## config.mk

```make
export PLATFORM = sky130hd
export DESIGN_NAME = voltage_angle_monitor_regs
export DESIGN_NICKNAME = d
export VERILOG_FILES = /design/src/inc/vmon_pkg.sv /design/src/design/mon_word_latch.sv /design/src/design/mon_addr_decode.sv /design/src/design/voltage_angle_monitor_regs.sv
export VERILOG_INCLUDE_DIRS = /design/src /design/src/inc
export SDC_FILE = /design/constraint.sdc
export NUM_CORES = 1
export LEC_CHECK = 0
export BUFFER_PORTS_ARGS = -buffer_cell sky130_fd_sc_hd__buf_2
export CAP_MARGIN = 20
export CORE_UTILIZATION = 50
export DETAILED_ROUTE_END_ITERATION = 12
export PLACE_DENSITY = 0.79
export SYNTH_ARGS = -nofsm -noshare
export SYNTH_HDL_FRONTEND = slang
export SYNTH_HIERARCHICAL = 1
export SYNTH_SLANG_ARGS = --single-unit
```

## constraint.sdc

```tcl
create_clock -name CLOCK -period 2.5 [get_ports CLOCK]
set_input_delay 0.25 -clock CLOCK [delete_from_list [all_inputs] [get_ports CLOCK]]
set_output_delay 0.25 -clock CLOCK [all_outputs]
set_load 0.1 [all_outputs]
```

## src/inc/vmon_defs.svh

```systemverilog
/*
 * Register offsets (indices), reset values and bus constants for the
 * voltage and angle monitor bank.
 * Assumes inclusion by bare name from design files.
 */
`ifndef VMON_DEFS_SVH
`define VMON_DEFS_SVH

// printed offsets are not all word multiples: these are indices
`define IDX_SUPPLY_VOLTAGE 12'h474
`define IDX_PHASE_A_VOLTAGE 12'h47a
`define IDX_PHASE_B_VOLTAGE 12'h47c
`define IDX_PHASE_C_VOLTAGE 12'h47e
`define IDX_ANGLE_SINE 12'h4b6
`define IDX_ANGLE_COSINE 12'h4b8
`define MON_RESET_VALUE 32'h0000_0000
`define MON_FRAC_BITS 27
`define MON_FULL_SCALE_VOLTS 60
`define RESP_OKAY 2'b00
`define RESP_SLVERR 2'b10
`define RESP_DECERR 2'b11

`endif

```

## src/inc/vmon_pkg.sv

```systemverilog
/*
 * Types shared by the monitor bank files.
 * Assumes nothing beyond a SystemVerilog compiler.
 */
package vmon_pkg;
    // one-hot read channel states
    typedef enum logic [1:0] {
        RD_IDLE = 2'b01,
        RD_RESP = 2'b10
    } rd_state_t;
    // one-hot write channel states
    typedef enum logic [2:0] {
        WR_IDLE = 3'b001,
        WR_COLLECT = 3'b010,
        WR_RESP = 3'b100
    } wr_state_t;
    // register selector
    typedef enum logic [2:0] {
        SEL_SUPPLY = 3'd0,
        SEL_PHASE_A = 3'd1,
        SEL_PHASE_B = 3'd2,
        SEL_PHASE_C = 3'd3,
        SEL_SINE = 3'd4,
        SEL_COSINE = 3'd5,
        SEL_NONE = 3'd7
    } reg_sel_t;
endpackage

```

## src/design/mon_word_latch.sv

```systemverilog
/*
 * One monitoring word: captures a whole 32-bit sample on its strobe.
 * Assumes sample data and strobe come from logic on the same clock.
 */
`timescale 1ns/1ps
`default_nettype none
`include "vmon_defs.svh"
module mon_word_latch #(
    parameter int WIDTH = 32
) (
    input wire logic clk, // system clock
    input wire logic srst, // sync reset, high
    input wire logic load, // take new sample
    input wire logic [WIDTH-1:0] sample, // sample from control loop
    output logic [WIDTH-1:0] value // held word
);
    logic [WIDTH-1:0] word_reg;

    ////////////////////////////////////////////////////////////////////
    // whole word in one edge, so a read never sees halves
    always_ff @(posedge clk) begin
        if (srst) begin
            word_reg <= WIDTH'(`MON_RESET_VALUE);
        end else if (load) begin
            word_reg <= sample;
        end
    end
    assign value = word_reg;
endmodule
`default_nettype wire

```

## src/design/mon_addr_decode.sv

```systemverilog
/*
 * Address decoder: byte address to register selector.
 * Assumes word aligned byte addresses, four times the register index.
 */
`timescale 1ns/1ps
`default_nettype none
`include "vmon_defs.svh"
module mon_addr_decode
    import vmon_pkg::*;
(
    input wire logic [13:0] addr, // byte address
    output reg_sel_t sel // decoded register
);
    function automatic logic hit(input logic [13:0] a, input logic [11:0] i);
        hit = (a == {i, 2'b00});
    endfunction

    // unmapped and misaligned fall to SEL_NONE
    assign sel = hit(addr, `IDX_SUPPLY_VOLTAGE) ? SEL_SUPPLY :
                 hit(addr, `IDX_PHASE_A_VOLTAGE) ? SEL_PHASE_A :
                 hit(addr, `IDX_PHASE_B_VOLTAGE) ? SEL_PHASE_B :
                 hit(addr, `IDX_PHASE_C_VOLTAGE) ? SEL_PHASE_C :
                 hit(addr, `IDX_ANGLE_SINE) ? SEL_SINE :
                 hit(addr, `IDX_ANGLE_COSINE) ? SEL_COSINE : SEL_NONE;
endmodule
`default_nettype wire

```

## src/design/voltage_angle_monitor_regs.sv

```systemverilog
/*
 * Read-only monitor bank: supply, phase voltages and commutation angle
 * sine and cosine, all fixed point with 27 fraction bits, on AXI4-Lite.
 * Assumes the control loop drives samples and strobes on CLOCK.
 */
`timescale 1ns/1ps
`default_nettype none
`include "vmon_defs.svh"
module voltage_angle_monitor_regs
    import vmon_pkg::*;
(
    input wire logic CLOCK, // 50 MHz system clock
    input wire logic SRST, // sync reset, high
    // control loop samples
    input wire logic [31:0] SUPPLY_SAMPLE, // bus voltage code
    input wire logic SUPPLY_STROBE, // new bus voltage
    input wire logic [31:0] PHASE_A_SAMPLE, // phase A code
    input wire logic [31:0] PHASE_B_SAMPLE, // phase B code
    input wire logic [31:0] PHASE_C_SAMPLE, // phase C code
    input wire logic PHASE_STROBE, // new phase set
    input wire logic INITIAL_SPEED_DETECT, // detect phase active
    input wire logic [31:0] SINE_SAMPLE, // angle sine code
    input wire logic [31:0] COSINE_SAMPLE, // angle cosine code
    input wire logic ANGLE_STROBE, // new angle pair
    // AXI4-Lite slave
    input wire logic [13:0] AWADDR, // write address
    input wire logic [2:0] AWPROT, // unused protection
    input wire logic AWVALID, // write address valid
    output logic AWREADY, // write address ready
    input wire logic [31:0] WDATA, // write data, discarded
    input wire logic [3:0] WSTRB, // byte strobes, unused
    input wire logic WVALID, // write data valid
    output logic WREADY, // write data ready
    output logic [1:0] BRESP, // write response
    output logic BVALID, // write response valid
    input wire logic BREADY, // write response ready
    input wire logic [13:0] ARADDR, // read address
    input wire logic [2:0] ARPROT, // unused protection
    input wire logic ARVALID, // read address valid
    output logic ARREADY, // read address ready
    output logic [31:0] RDATA, // read data
    output logic [1:0] RRESP, // read response
    output logic RVALID, // read data valid
    input wire logic RREADY // read data ready
);
    logic [31:0] supply_value, pha_value, phb_value, phc_value;
    logic [31:0] sine_value, cosine_value;
    logic phase_load, unused_ok;
    reg_sel_t rd_sel, wr_sel;
    rd_state_t rd_state_reg, rd_state_next;
    wr_state_t wr_state_reg, wr_state_next;
    logic aw_seen_reg, w_seen_reg;
    logic [13:0] awaddr_reg, wr_addr;
    logic [31:0] rdata_reg, rdata_next;
    logic [1:0] rresp_reg, rresp_next, bresp_reg;
    logic arready_reg, awready_reg, wready_reg, rvalid_reg;
    logic ar_fire, aw_fire, w_fire, both_seen;

    assign unused_ok = ^{AWPROT, ARPROT, WDATA, WSTRB};

    ////////////////////////////////////////////////////////////////////
    // sample holding words, each loaded whole on its strobe
    // phase voltages only change while initial speed detect runs
    assign phase_load = PHASE_STROBE & INITIAL_SPEED_DETECT;

    mon_word_latch #(.WIDTH(32)) u_supply (
        .clk(CLOCK), .srst(SRST), .load(SUPPLY_STROBE),
        .sample(SUPPLY_SAMPLE), .value(supply_value));
    mon_word_latch #(.WIDTH(32)) u_pha (
        .clk(CLOCK), .srst(SRST), .load(phase_load),
        .sample(PHASE_A_SAMPLE), .value(pha_value));
    mon_word_latch #(.WIDTH(32)) u_phb (
        .clk(CLOCK), .srst(SRST), .load(phase_load),
        .sample(PHASE_B_SAMPLE), .value(phb_value));
    mon_word_latch #(.WIDTH(32)) u_phc (
        .clk(CLOCK), .srst(SRST), .load(phase_load),
        .sample(PHASE_C_SAMPLE), .value(phc_value));
    mon_word_latch #(.WIDTH(32)) u_sin (
        .clk(CLOCK), .srst(SRST), .load(ANGLE_STROBE),
        .sample(SINE_SAMPLE), .value(sine_value));
    mon_word_latch #(.WIDTH(32)) u_cos (
        .clk(CLOCK), .srst(SRST), .load(ANGLE_STROBE),
        .sample(COSINE_SAMPLE), .value(cosine_value));

    ////////////////////////////////////////////////////////////////////
    // address decoding
    mon_addr_decode u_rd_dec (.addr(ARADDR), .sel(rd_sel));
    // write side decodes the address as it is taken, or the held one
    assign wr_addr = aw_fire ? AWADDR : awaddr_reg;
    mon_addr_decode u_wr_dec (.addr(wr_addr), .sel(wr_sel));

    ////////////////////////////////////////////////////////////////////
    // read channel: one read at a time, answer one cycle after address
    assign ar_fire = ARVALID & arready_reg;
    assign rd_state_next = ar_fire ? RD_RESP :
        (rd_state_reg == RD_RESP && RREADY) ? RD_IDLE : rd_state_reg;
    // the whole word is registered at once: no split read
    assign rdata_next =
        (rd_sel == SEL_SUPPLY) ? supply_value :
        (rd_sel == SEL_PHASE_A) ? pha_value :
        (rd_sel == SEL_PHASE_B) ? phb_value :
        (rd_sel == SEL_PHASE_C) ? phc_value :
        (rd_sel == SEL_SINE) ? sine_value :
        (rd_sel == SEL_COSINE) ? cosine_value : 32'h0000_0000;
    assign rresp_next = (rd_sel == SEL_NONE) ? `RESP_DECERR : `RESP_OKAY;

    always_ff @(posedge CLOCK) begin
        if (SRST) begin
            rd_state_reg <= RD_IDLE;
            arready_reg <= 1'b0;
            rvalid_reg <= 1'b0;
            rdata_reg <= 32'h0000_0000;
            rresp_reg <= 2'b00;
        end else begin
            rd_state_reg <= rd_state_next;
            rvalid_reg <= (rd_state_next == RD_RESP);
            arready_reg <= (rd_state_next == RD_IDLE) && !ar_fire;
            if (ar_fire) begin
                rdata_reg <= rdata_next;
                rresp_reg <= rresp_next;
            end
        end
    end

    ////////////////////////////////////////////////////////////////////
    // write channel: address and data in either order, data dropped
    assign aw_fire = AWVALID & awready_reg;
    assign w_fire = WVALID & wready_reg;
    assign both_seen = (aw_seen_reg | aw_fire) & (w_seen_reg | w_fire);

    always_comb begin
        case (wr_state_reg)
            WR_IDLE, WR_COLLECT: begin
                wr_state_next = both_seen ? WR_RESP :
                    (aw_fire | w_fire) ? WR_COLLECT : wr_state_reg;
            end
            WR_RESP: begin
                wr_state_next = BREADY ? WR_IDLE : WR_RESP;
            end
            default: begin
                wr_state_next = WR_IDLE;
            end
        endcase
    end

    // writes to mapped words answer SLVERR: contents never change
    always_ff @(posedge CLOCK) begin
        if (SRST) begin
            wr_state_reg <= WR_IDLE;
            aw_seen_reg <= 1'b0;
            w_seen_reg <= 1'b0;
            awready_reg <= 1'b0;
            wready_reg <= 1'b0;
            awaddr_reg <= 14'h0000;
            bresp_reg <= 2'b00;
        end else begin
            wr_state_reg <= wr_state_next;
            if (aw_fire) begin
                awaddr_reg <= AWADDR;
            end
            aw_seen_reg <= (aw_seen_reg | aw_fire) & !both_seen;
            w_seen_reg <= (w_seen_reg | w_fire) & !both_seen;
            awready_reg <= (wr_state_next != WR_RESP) &&
                !(aw_seen_reg | aw_fire);
            wready_reg <= (wr_state_next != WR_RESP) &&
                !(w_seen_reg | w_fire);
            // answer code fixed as the write completes, held with bvalid
            if (both_seen) begin
                bresp_reg <= (wr_sel == SEL_NONE) ? `RESP_DECERR :
                    `RESP_SLVERR;
            end
        end
    end

    // write response valid from its own flop
    logic bvalid_reg;
    always_ff @(posedge CLOCK) begin
        if (SRST) begin
            bvalid_reg <= 1'b0;
        end else begin
            bvalid_reg <= (wr_state_next == WR_RESP);
        end
    end

    ////////////////////////////////////////////////////////////////////
    // outputs, all from flip-flops
    assign ARREADY = arready_reg;
    assign RVALID = rvalid_reg;
    assign RDATA = rdata_reg;
    assign RRESP = rresp_reg;
    assign AWREADY = awready_reg;
    assign WREADY = wready_reg;
    assign BVALID = bvalid_reg;
    assign BRESP = bresp_reg;

    ////////////////////////////////////////////////////////////////////
    // checks: words load whole on their strobe; supply and angle words hold without it, phase words hold outside speed detect
    AST_SUPPLY_LOAD: assert property (
        @(posedge CLOCK) disable iff (SRST)
        SUPPLY_STROBE |=> supply_value == $past(SUPPLY_SAMPLE))
        else $error("supply word did not load");
    AST_SUPPLY_HOLD: assert property (
        @(posedge CLOCK) disable iff (SRST)
        !SUPPLY_STROBE |=> $stable(supply_value))
        else $error("supply word changed without strobe");
    AST_PHASE_A_LOAD: assert property (
        @(posedge CLOCK) disable iff (SRST)
        phase_load |=> pha_value == $past(PHASE_A_SAMPLE))
        else $error("phase A word did not load");
    AST_PHASE_HOLD: assert property (
        @(posedge CLOCK) disable iff (SRST)
        !INITIAL_SPEED_DETECT |=> $stable(pha_value) && $stable(phb_value)
        && $stable(phc_value))
        else $error("phase word changed outside speed detect");
    AST_PHASE_B_LOAD: assert property (
        @(posedge CLOCK) disable iff (SRST)
        phase_load |=> phb_value == $past(PHASE_B_SAMPLE))
        else $error("phase B word did not load");
    AST_PHASE_C_LOAD: assert property (
        @(posedge CLOCK) disable iff (SRST)
        phase_load |=> phc_value == $past(PHASE_C_SAMPLE))
        else $error("phase C word did not load");
    AST_SINE_LOAD: assert property (
        @(posedge CLOCK) disable iff (SRST)
        ANGLE_STROBE |=> sine_value == $past(SINE_SAMPLE))
        else $error("sine word did not load");
    AST_SINE_HOLD: assert property (
        @(posedge CLOCK) disable iff (SRST)
        !ANGLE_STROBE |=> $stable(sine_value))
        else $error("sine word changed without strobe");
    AST_COSINE_LOAD: assert property (
        @(posedge CLOCK) disable iff (SRST)
        ANGLE_STROBE |=> cosine_value == $past(COSINE_SAMPLE))
        else $error("cosine word did not load");
    AST_COSINE_HOLD: assert property (
        @(posedge CLOCK) disable iff (SRST)
        !ANGLE_STROBE |=> $stable(cosine_value))
        else $error("cosine word changed without strobe");

    // checks: reset clears words and idles the bus
    AST_RESET_WORDS: assert property (
        @(posedge CLOCK)
        SRST |=> supply_value == '0 && pha_value == '0 && phb_value == '0
        && phc_value == '0 && sine_value == '0 && cosine_value == '0)
        else $error("monitor word not zero after reset");
    AST_RESET_BUS: assert property (
        @(posedge CLOCK)
        SRST |=> !RVALID && !BVALID && RDATA == 32'h0000_0000)
        else $error("bus outputs not idle after reset");

    // checks: reads return the snapshot taken at the address handshake
    AST_SUPPLY_READ: assert property (
        @(posedge CLOCK) disable iff (SRST)
        ar_fire && ARADDR == 14'h11d0 |=> RVALID && RRESP == 2'b00
        && RDATA == $past(supply_value))
        else $error("supply read wrong");
    AST_PHASE_A_READ: assert property (
        @(posedge CLOCK) disable iff (SRST)
        ar_fire && ARADDR == 14'h11e8 |=> RDATA == $past(pha_value))
        else $error("phase A read wrong");
    AST_PHASE_B_READ: assert property (
        @(posedge CLOCK) disable iff (SRST)
        ar_fire && ARADDR == 14'h11f0 |=> RDATA == $past(phb_value))
        else $error("phase B read wrong");
    AST_PHASE_C_READ: assert property (
        @(posedge CLOCK) disable iff (SRST)
        ar_fire && ARADDR == 14'h11f8 |=> RDATA == $past(phc_value))
        else $error("phase C read wrong");
    AST_SINE_READ: assert property (
        @(posedge CLOCK) disable iff (SRST)
        ar_fire && ARADDR == 14'h12d8 |=> RRESP == 2'b00
        && RDATA == $past(sine_value))
        else $error("sine read wrong");
    AST_COSINE_READ: assert property (
        @(posedge CLOCK) disable iff (SRST)
        ar_fire && ARADDR == 14'h12e0 |=> RRESP == 2'b00
        && RDATA == $past(cosine_value))
        else $error("cosine read wrong");
    AST_READ_STABLE: assert property (
        @(posedge CLOCK) disable iff (SRST)
        RVALID && !RREADY |=> RVALID && $stable(RDATA))
        else $error("read data changed while waiting");
    AST_READ_BUSY: assert property (
        @(posedge CLOCK) disable iff (SRST)
        RVALID |-> !ARREADY)
        else $error("read address taken while a read is outstanding");

    // checks: writes are refused and leave the sine and cosine words unchanged
    AST_WRITE_IGNORED: assert property (
        @(posedge CLOCK) disable iff (SRST)
        both_seen && !ANGLE_STROBE |=> BVALID && BRESP[1]
        && $stable(sine_value) && $stable(cosine_value))
        else $error("write not refused or changed a word");
    AST_WRITE_BUSY: assert property (
        @(posedge CLOCK) disable iff (SRST)
        BVALID |-> !AWREADY && !WREADY)
        else $error("write taken while a response is pending");
    AST_BRESP_STABLE: assert property (
        @(posedge CLOCK) disable iff (SRST)
        BVALID && !BREADY |=> BVALID && $stable(BRESP))
        else $error("write response changed while waiting");

    COV_READ: cover property (@(posedge CLOCK) ar_fire ##1 RVALID && RREADY);
    COV_WRITE: cover property (@(posedge CLOCK) BVALID && BREADY);
    COV_PHASE: cover property (@(posedge CLOCK) phase_load);
    COV_DECERR: cover property (@(posedge CLOCK) RVALID && RRESP == 2'b11);
    COV_STALL: cover property (@(posedge CLOCK) RVALID && !RREADY ##1 RREADY);
endmodule
`default_nettype wire

```

==> metrics.yaml <==
timing.rr.start: "AWREADY"
max_freq_mhz: 489
dr.first_iter.drc_count: 539
antenna_found_initial: 1
synth_seq_cells: 253
cts_tree: "yes"
ant_nets: 0
synth_top_area_share_pct: 46.6
avgViaCountPerCell: 5.44
setup_tns_ps: 0
final_area_um2: 14900
overflow: 0
grtUsageTotal_pct: 28.7
grt_pass1_wl_um: 50200
io_buffers: 271
die_y_um: 149
hold_class: "in -> reg"
power.density_nw_per_um2: 643
htreeDepth: 1
r2r_end: "BRESP[0]"
skew_ps: 14.0
worst_ep_arrival_time_ps: 2430
postSynthAreaPerCell_um2: 10.7
drv_slew: 0
synthCells: 1014
syn_area_um2: 10900
initial_core_util_pct: 51.4
total_power_uw: 9600
cts_setup_buffers: 0
ys_warn_count: 6
status: "finished clean"
drt_pass1_iterations: 4
ios: 314
clk_path_buf_depth: 3
grt_setup_unrepaired: "false"
hold_path.startpoint: "COSINE_SAMPLE[2]"
dp.cells: 1501
seq_area_frac_synth_pct: 46.6
cts.sinks: 253
path_class: "reg -> reg"
setup_viol: 0
ys_top_cells_by_area: "dfxtp_1 (47%), mux2i_1 (27%), nor2_1 (6.8%), buf_12 (3.5%), a32o_1 (2.9%)"
regToRegSetupSlack_ps: 450
die_w_um: 149
holdPathStages: 3
slowest_delay_ps: 400
p_leak_uw: 0.00723
worstMarginPinSlew_ps: 702
netlist_top_cells_count: "mux2i_1 (288), dfxtp_1 (253), nor2_1 (198)"
synthToLayoutAreaGrowth_pct: 37.4
r2r_cells: 8
vias: 9454
yosys.area.top_type: "dfxtp_1"
clk_pin_slew_worst_paths_ps: 60
wire_per_inst_um: 19.1
placed_area_um2: 12200
worstPathRequired_ps: 2890
syn-num-nets: 1287
ir_drop_mv: 0.720
grt_pass1_vias: 9811
setup_ws_ps: 455
cp_slowest_cell: "mux2_1"
crit_path_start_kind: "flop"
drc: 0
dieArea_um2: 22300
hold_viol_final: 0
clkLatencyLatePin_ps: 530
grt_max_degree: 107
finalNonFillerCells: 1738
ys.flop_type: "dfxtp_1"
max-cap-violations: 0
cp_cell_sequence: "nand2_2 -> mux2_1 -> nor4b_4 -> nand3b_1 -> o221ai_1 -> nand3_1 -> nand4_1 -> a21oi_1"
crit_fanout: 9
end_kind: "flop"
synthArstFlopShare_pct: 0
post-dp-hpwl_um: 18900
drive_gt1_share_pct: 23.6
hold_path_end: "u_cos/value[2]"
place_ws_ps: 108
fin_crit_ps: 2050
cts_buffers: 27
globalplace.congestion: 0.815
slew_headroom_pct: 52.6
nNetsFinal: 1716
rows: 53
clock-root-buffer: "clkbuf_16"
synth_most_common_cell: "mux2i_1"
wl_um: 33200
synth_edf_count: 0
synth_cell_types: 40
period_share_pct: 81.8
core_um2: 21200
==> worst max-delay path by stage <==
| stage | from | endpoint | slack [ps] | cells after the start |
|---|---|---|---|---|
| 2_1_floorplan | AWREADY | BRESP[0] | 90 | 9 |
| 3_3_place_gp | ARADDR[13] | RDATA[11] | 150 | 9 |
| 3_5_place_dp | ARADDR[13] | RDATA[11] | 110 | 9 |
| 4_1_cts | AWREADY | BRESP[0] | 440 | 8 |
| 5_1_grt | AWREADY | BRESP[0] | 330 | 8 |
| 6_report | AWREADY | BRESP[0] | 450 | 8 |
==> routing by layer <==
layer  track usage, %  up-vias  part of all wire [%]
li1                 -     4462                     -
met1             30.7     4538                    37
met2             53.0      373                    51
met3             6.98       81                   8.0
met4             12.6        0                   3.7
met5                0        -                     0
==> worst max-delay path, delay by kind of cell (launching register included) <==
family / cells / cell delay [ps]
AO/OA/AOI/OAI: 2 / 300
multiplexers: 1 / 400
AND/OR/NAND/NOR: 5 / 880
flip-flops: 1 / 330
==> through the flow <==
stage / hold slack (ps) / utilization, %
finish: 0.102 / 70.6
global route: 2.72 / 70.6
CTS: 0.574 / 70.6
detailed placement: 448 / 57.5
global placement: 433 / 57.5
floorplan: 322 / -
==> final cells by class <==
class                      count  area, um^2
clock buffer                  38         777
clock inverter                10         119
multi-input combinational    681        5130
antenna                        1        2.50
fill                        1446        6220
inverter                       3        11.3
tap                          275         344
timing repair buffer         477        3480
sequential                   253        5070
==> logic make-up (layout without fill, tap and decap cells) <==
kind of cell	after synthesis	count (layout)	share of synthesized area (%)
flip-flops	253	253	46.6
AND/OR/NAND/NOR	257	257	10.5
other	0	1	0
AO/OA/AOI/OAI	119	119	8.02
multiplexers	305	305	28.3
buffers and inverters	80	528	6.58
==> power by group <==
part / switching, uW / leakage, uW / internal (uW)
Sequential: 112 / 0.00207 / 4230
Clock: 1640 / 0.000437 / 2380
Combinational: 607 / 0.00472 / 632
==> cell usage in the layout, fill, tap and decap left out, types with 4 or more instances in the layout <==
| cell | Yosys | final |
|---|---|---|
| a22oi_1 | 32 | 32 |
| nor3_1 | 5 | 5 |
| nand2_1 | 5 | 5 |
| dfxtp_1 | 253 | 252 |
| o21ai_0 | 4 | 4 |
| a32o_1 | 31 | 31 |
| nand3b_1 | 7 | 7 |
| nor2b_1 | 14 | 14 |
| buf_12 | 19 | 8 |
| a21oi_1 | 11 | 11 |
| mux2_1 | 14 | 14 |
| buf_4 | 6 | 11 |
| dlygate4sd3_1 | 0 | 188 |
| clkbuf_1 | 29 | 5 |
| nand2b_1 | 5 | 5 |
| nand4b_1 | 4 | 4 |
| buf_2 | 13 | 269 |
| mux2i_1 | 288 | 288 |
| o221ai_1 | 4 | 4 |
| clkbuf_16 | 0 | 27 |
| clkbuf_8 | 0 | 6 |
| nor2_1 | 198 | 197 |
| o21ai_1 | 30 | 30 |
==> repair_timing <==
item / in CTS / in global routing
endpoints found under the hold margin: 188 / 0
hold buffers: 188 / 0
resized for setup: 0 / 0
No activity file was read; power rests on OpenSTA's default activity.
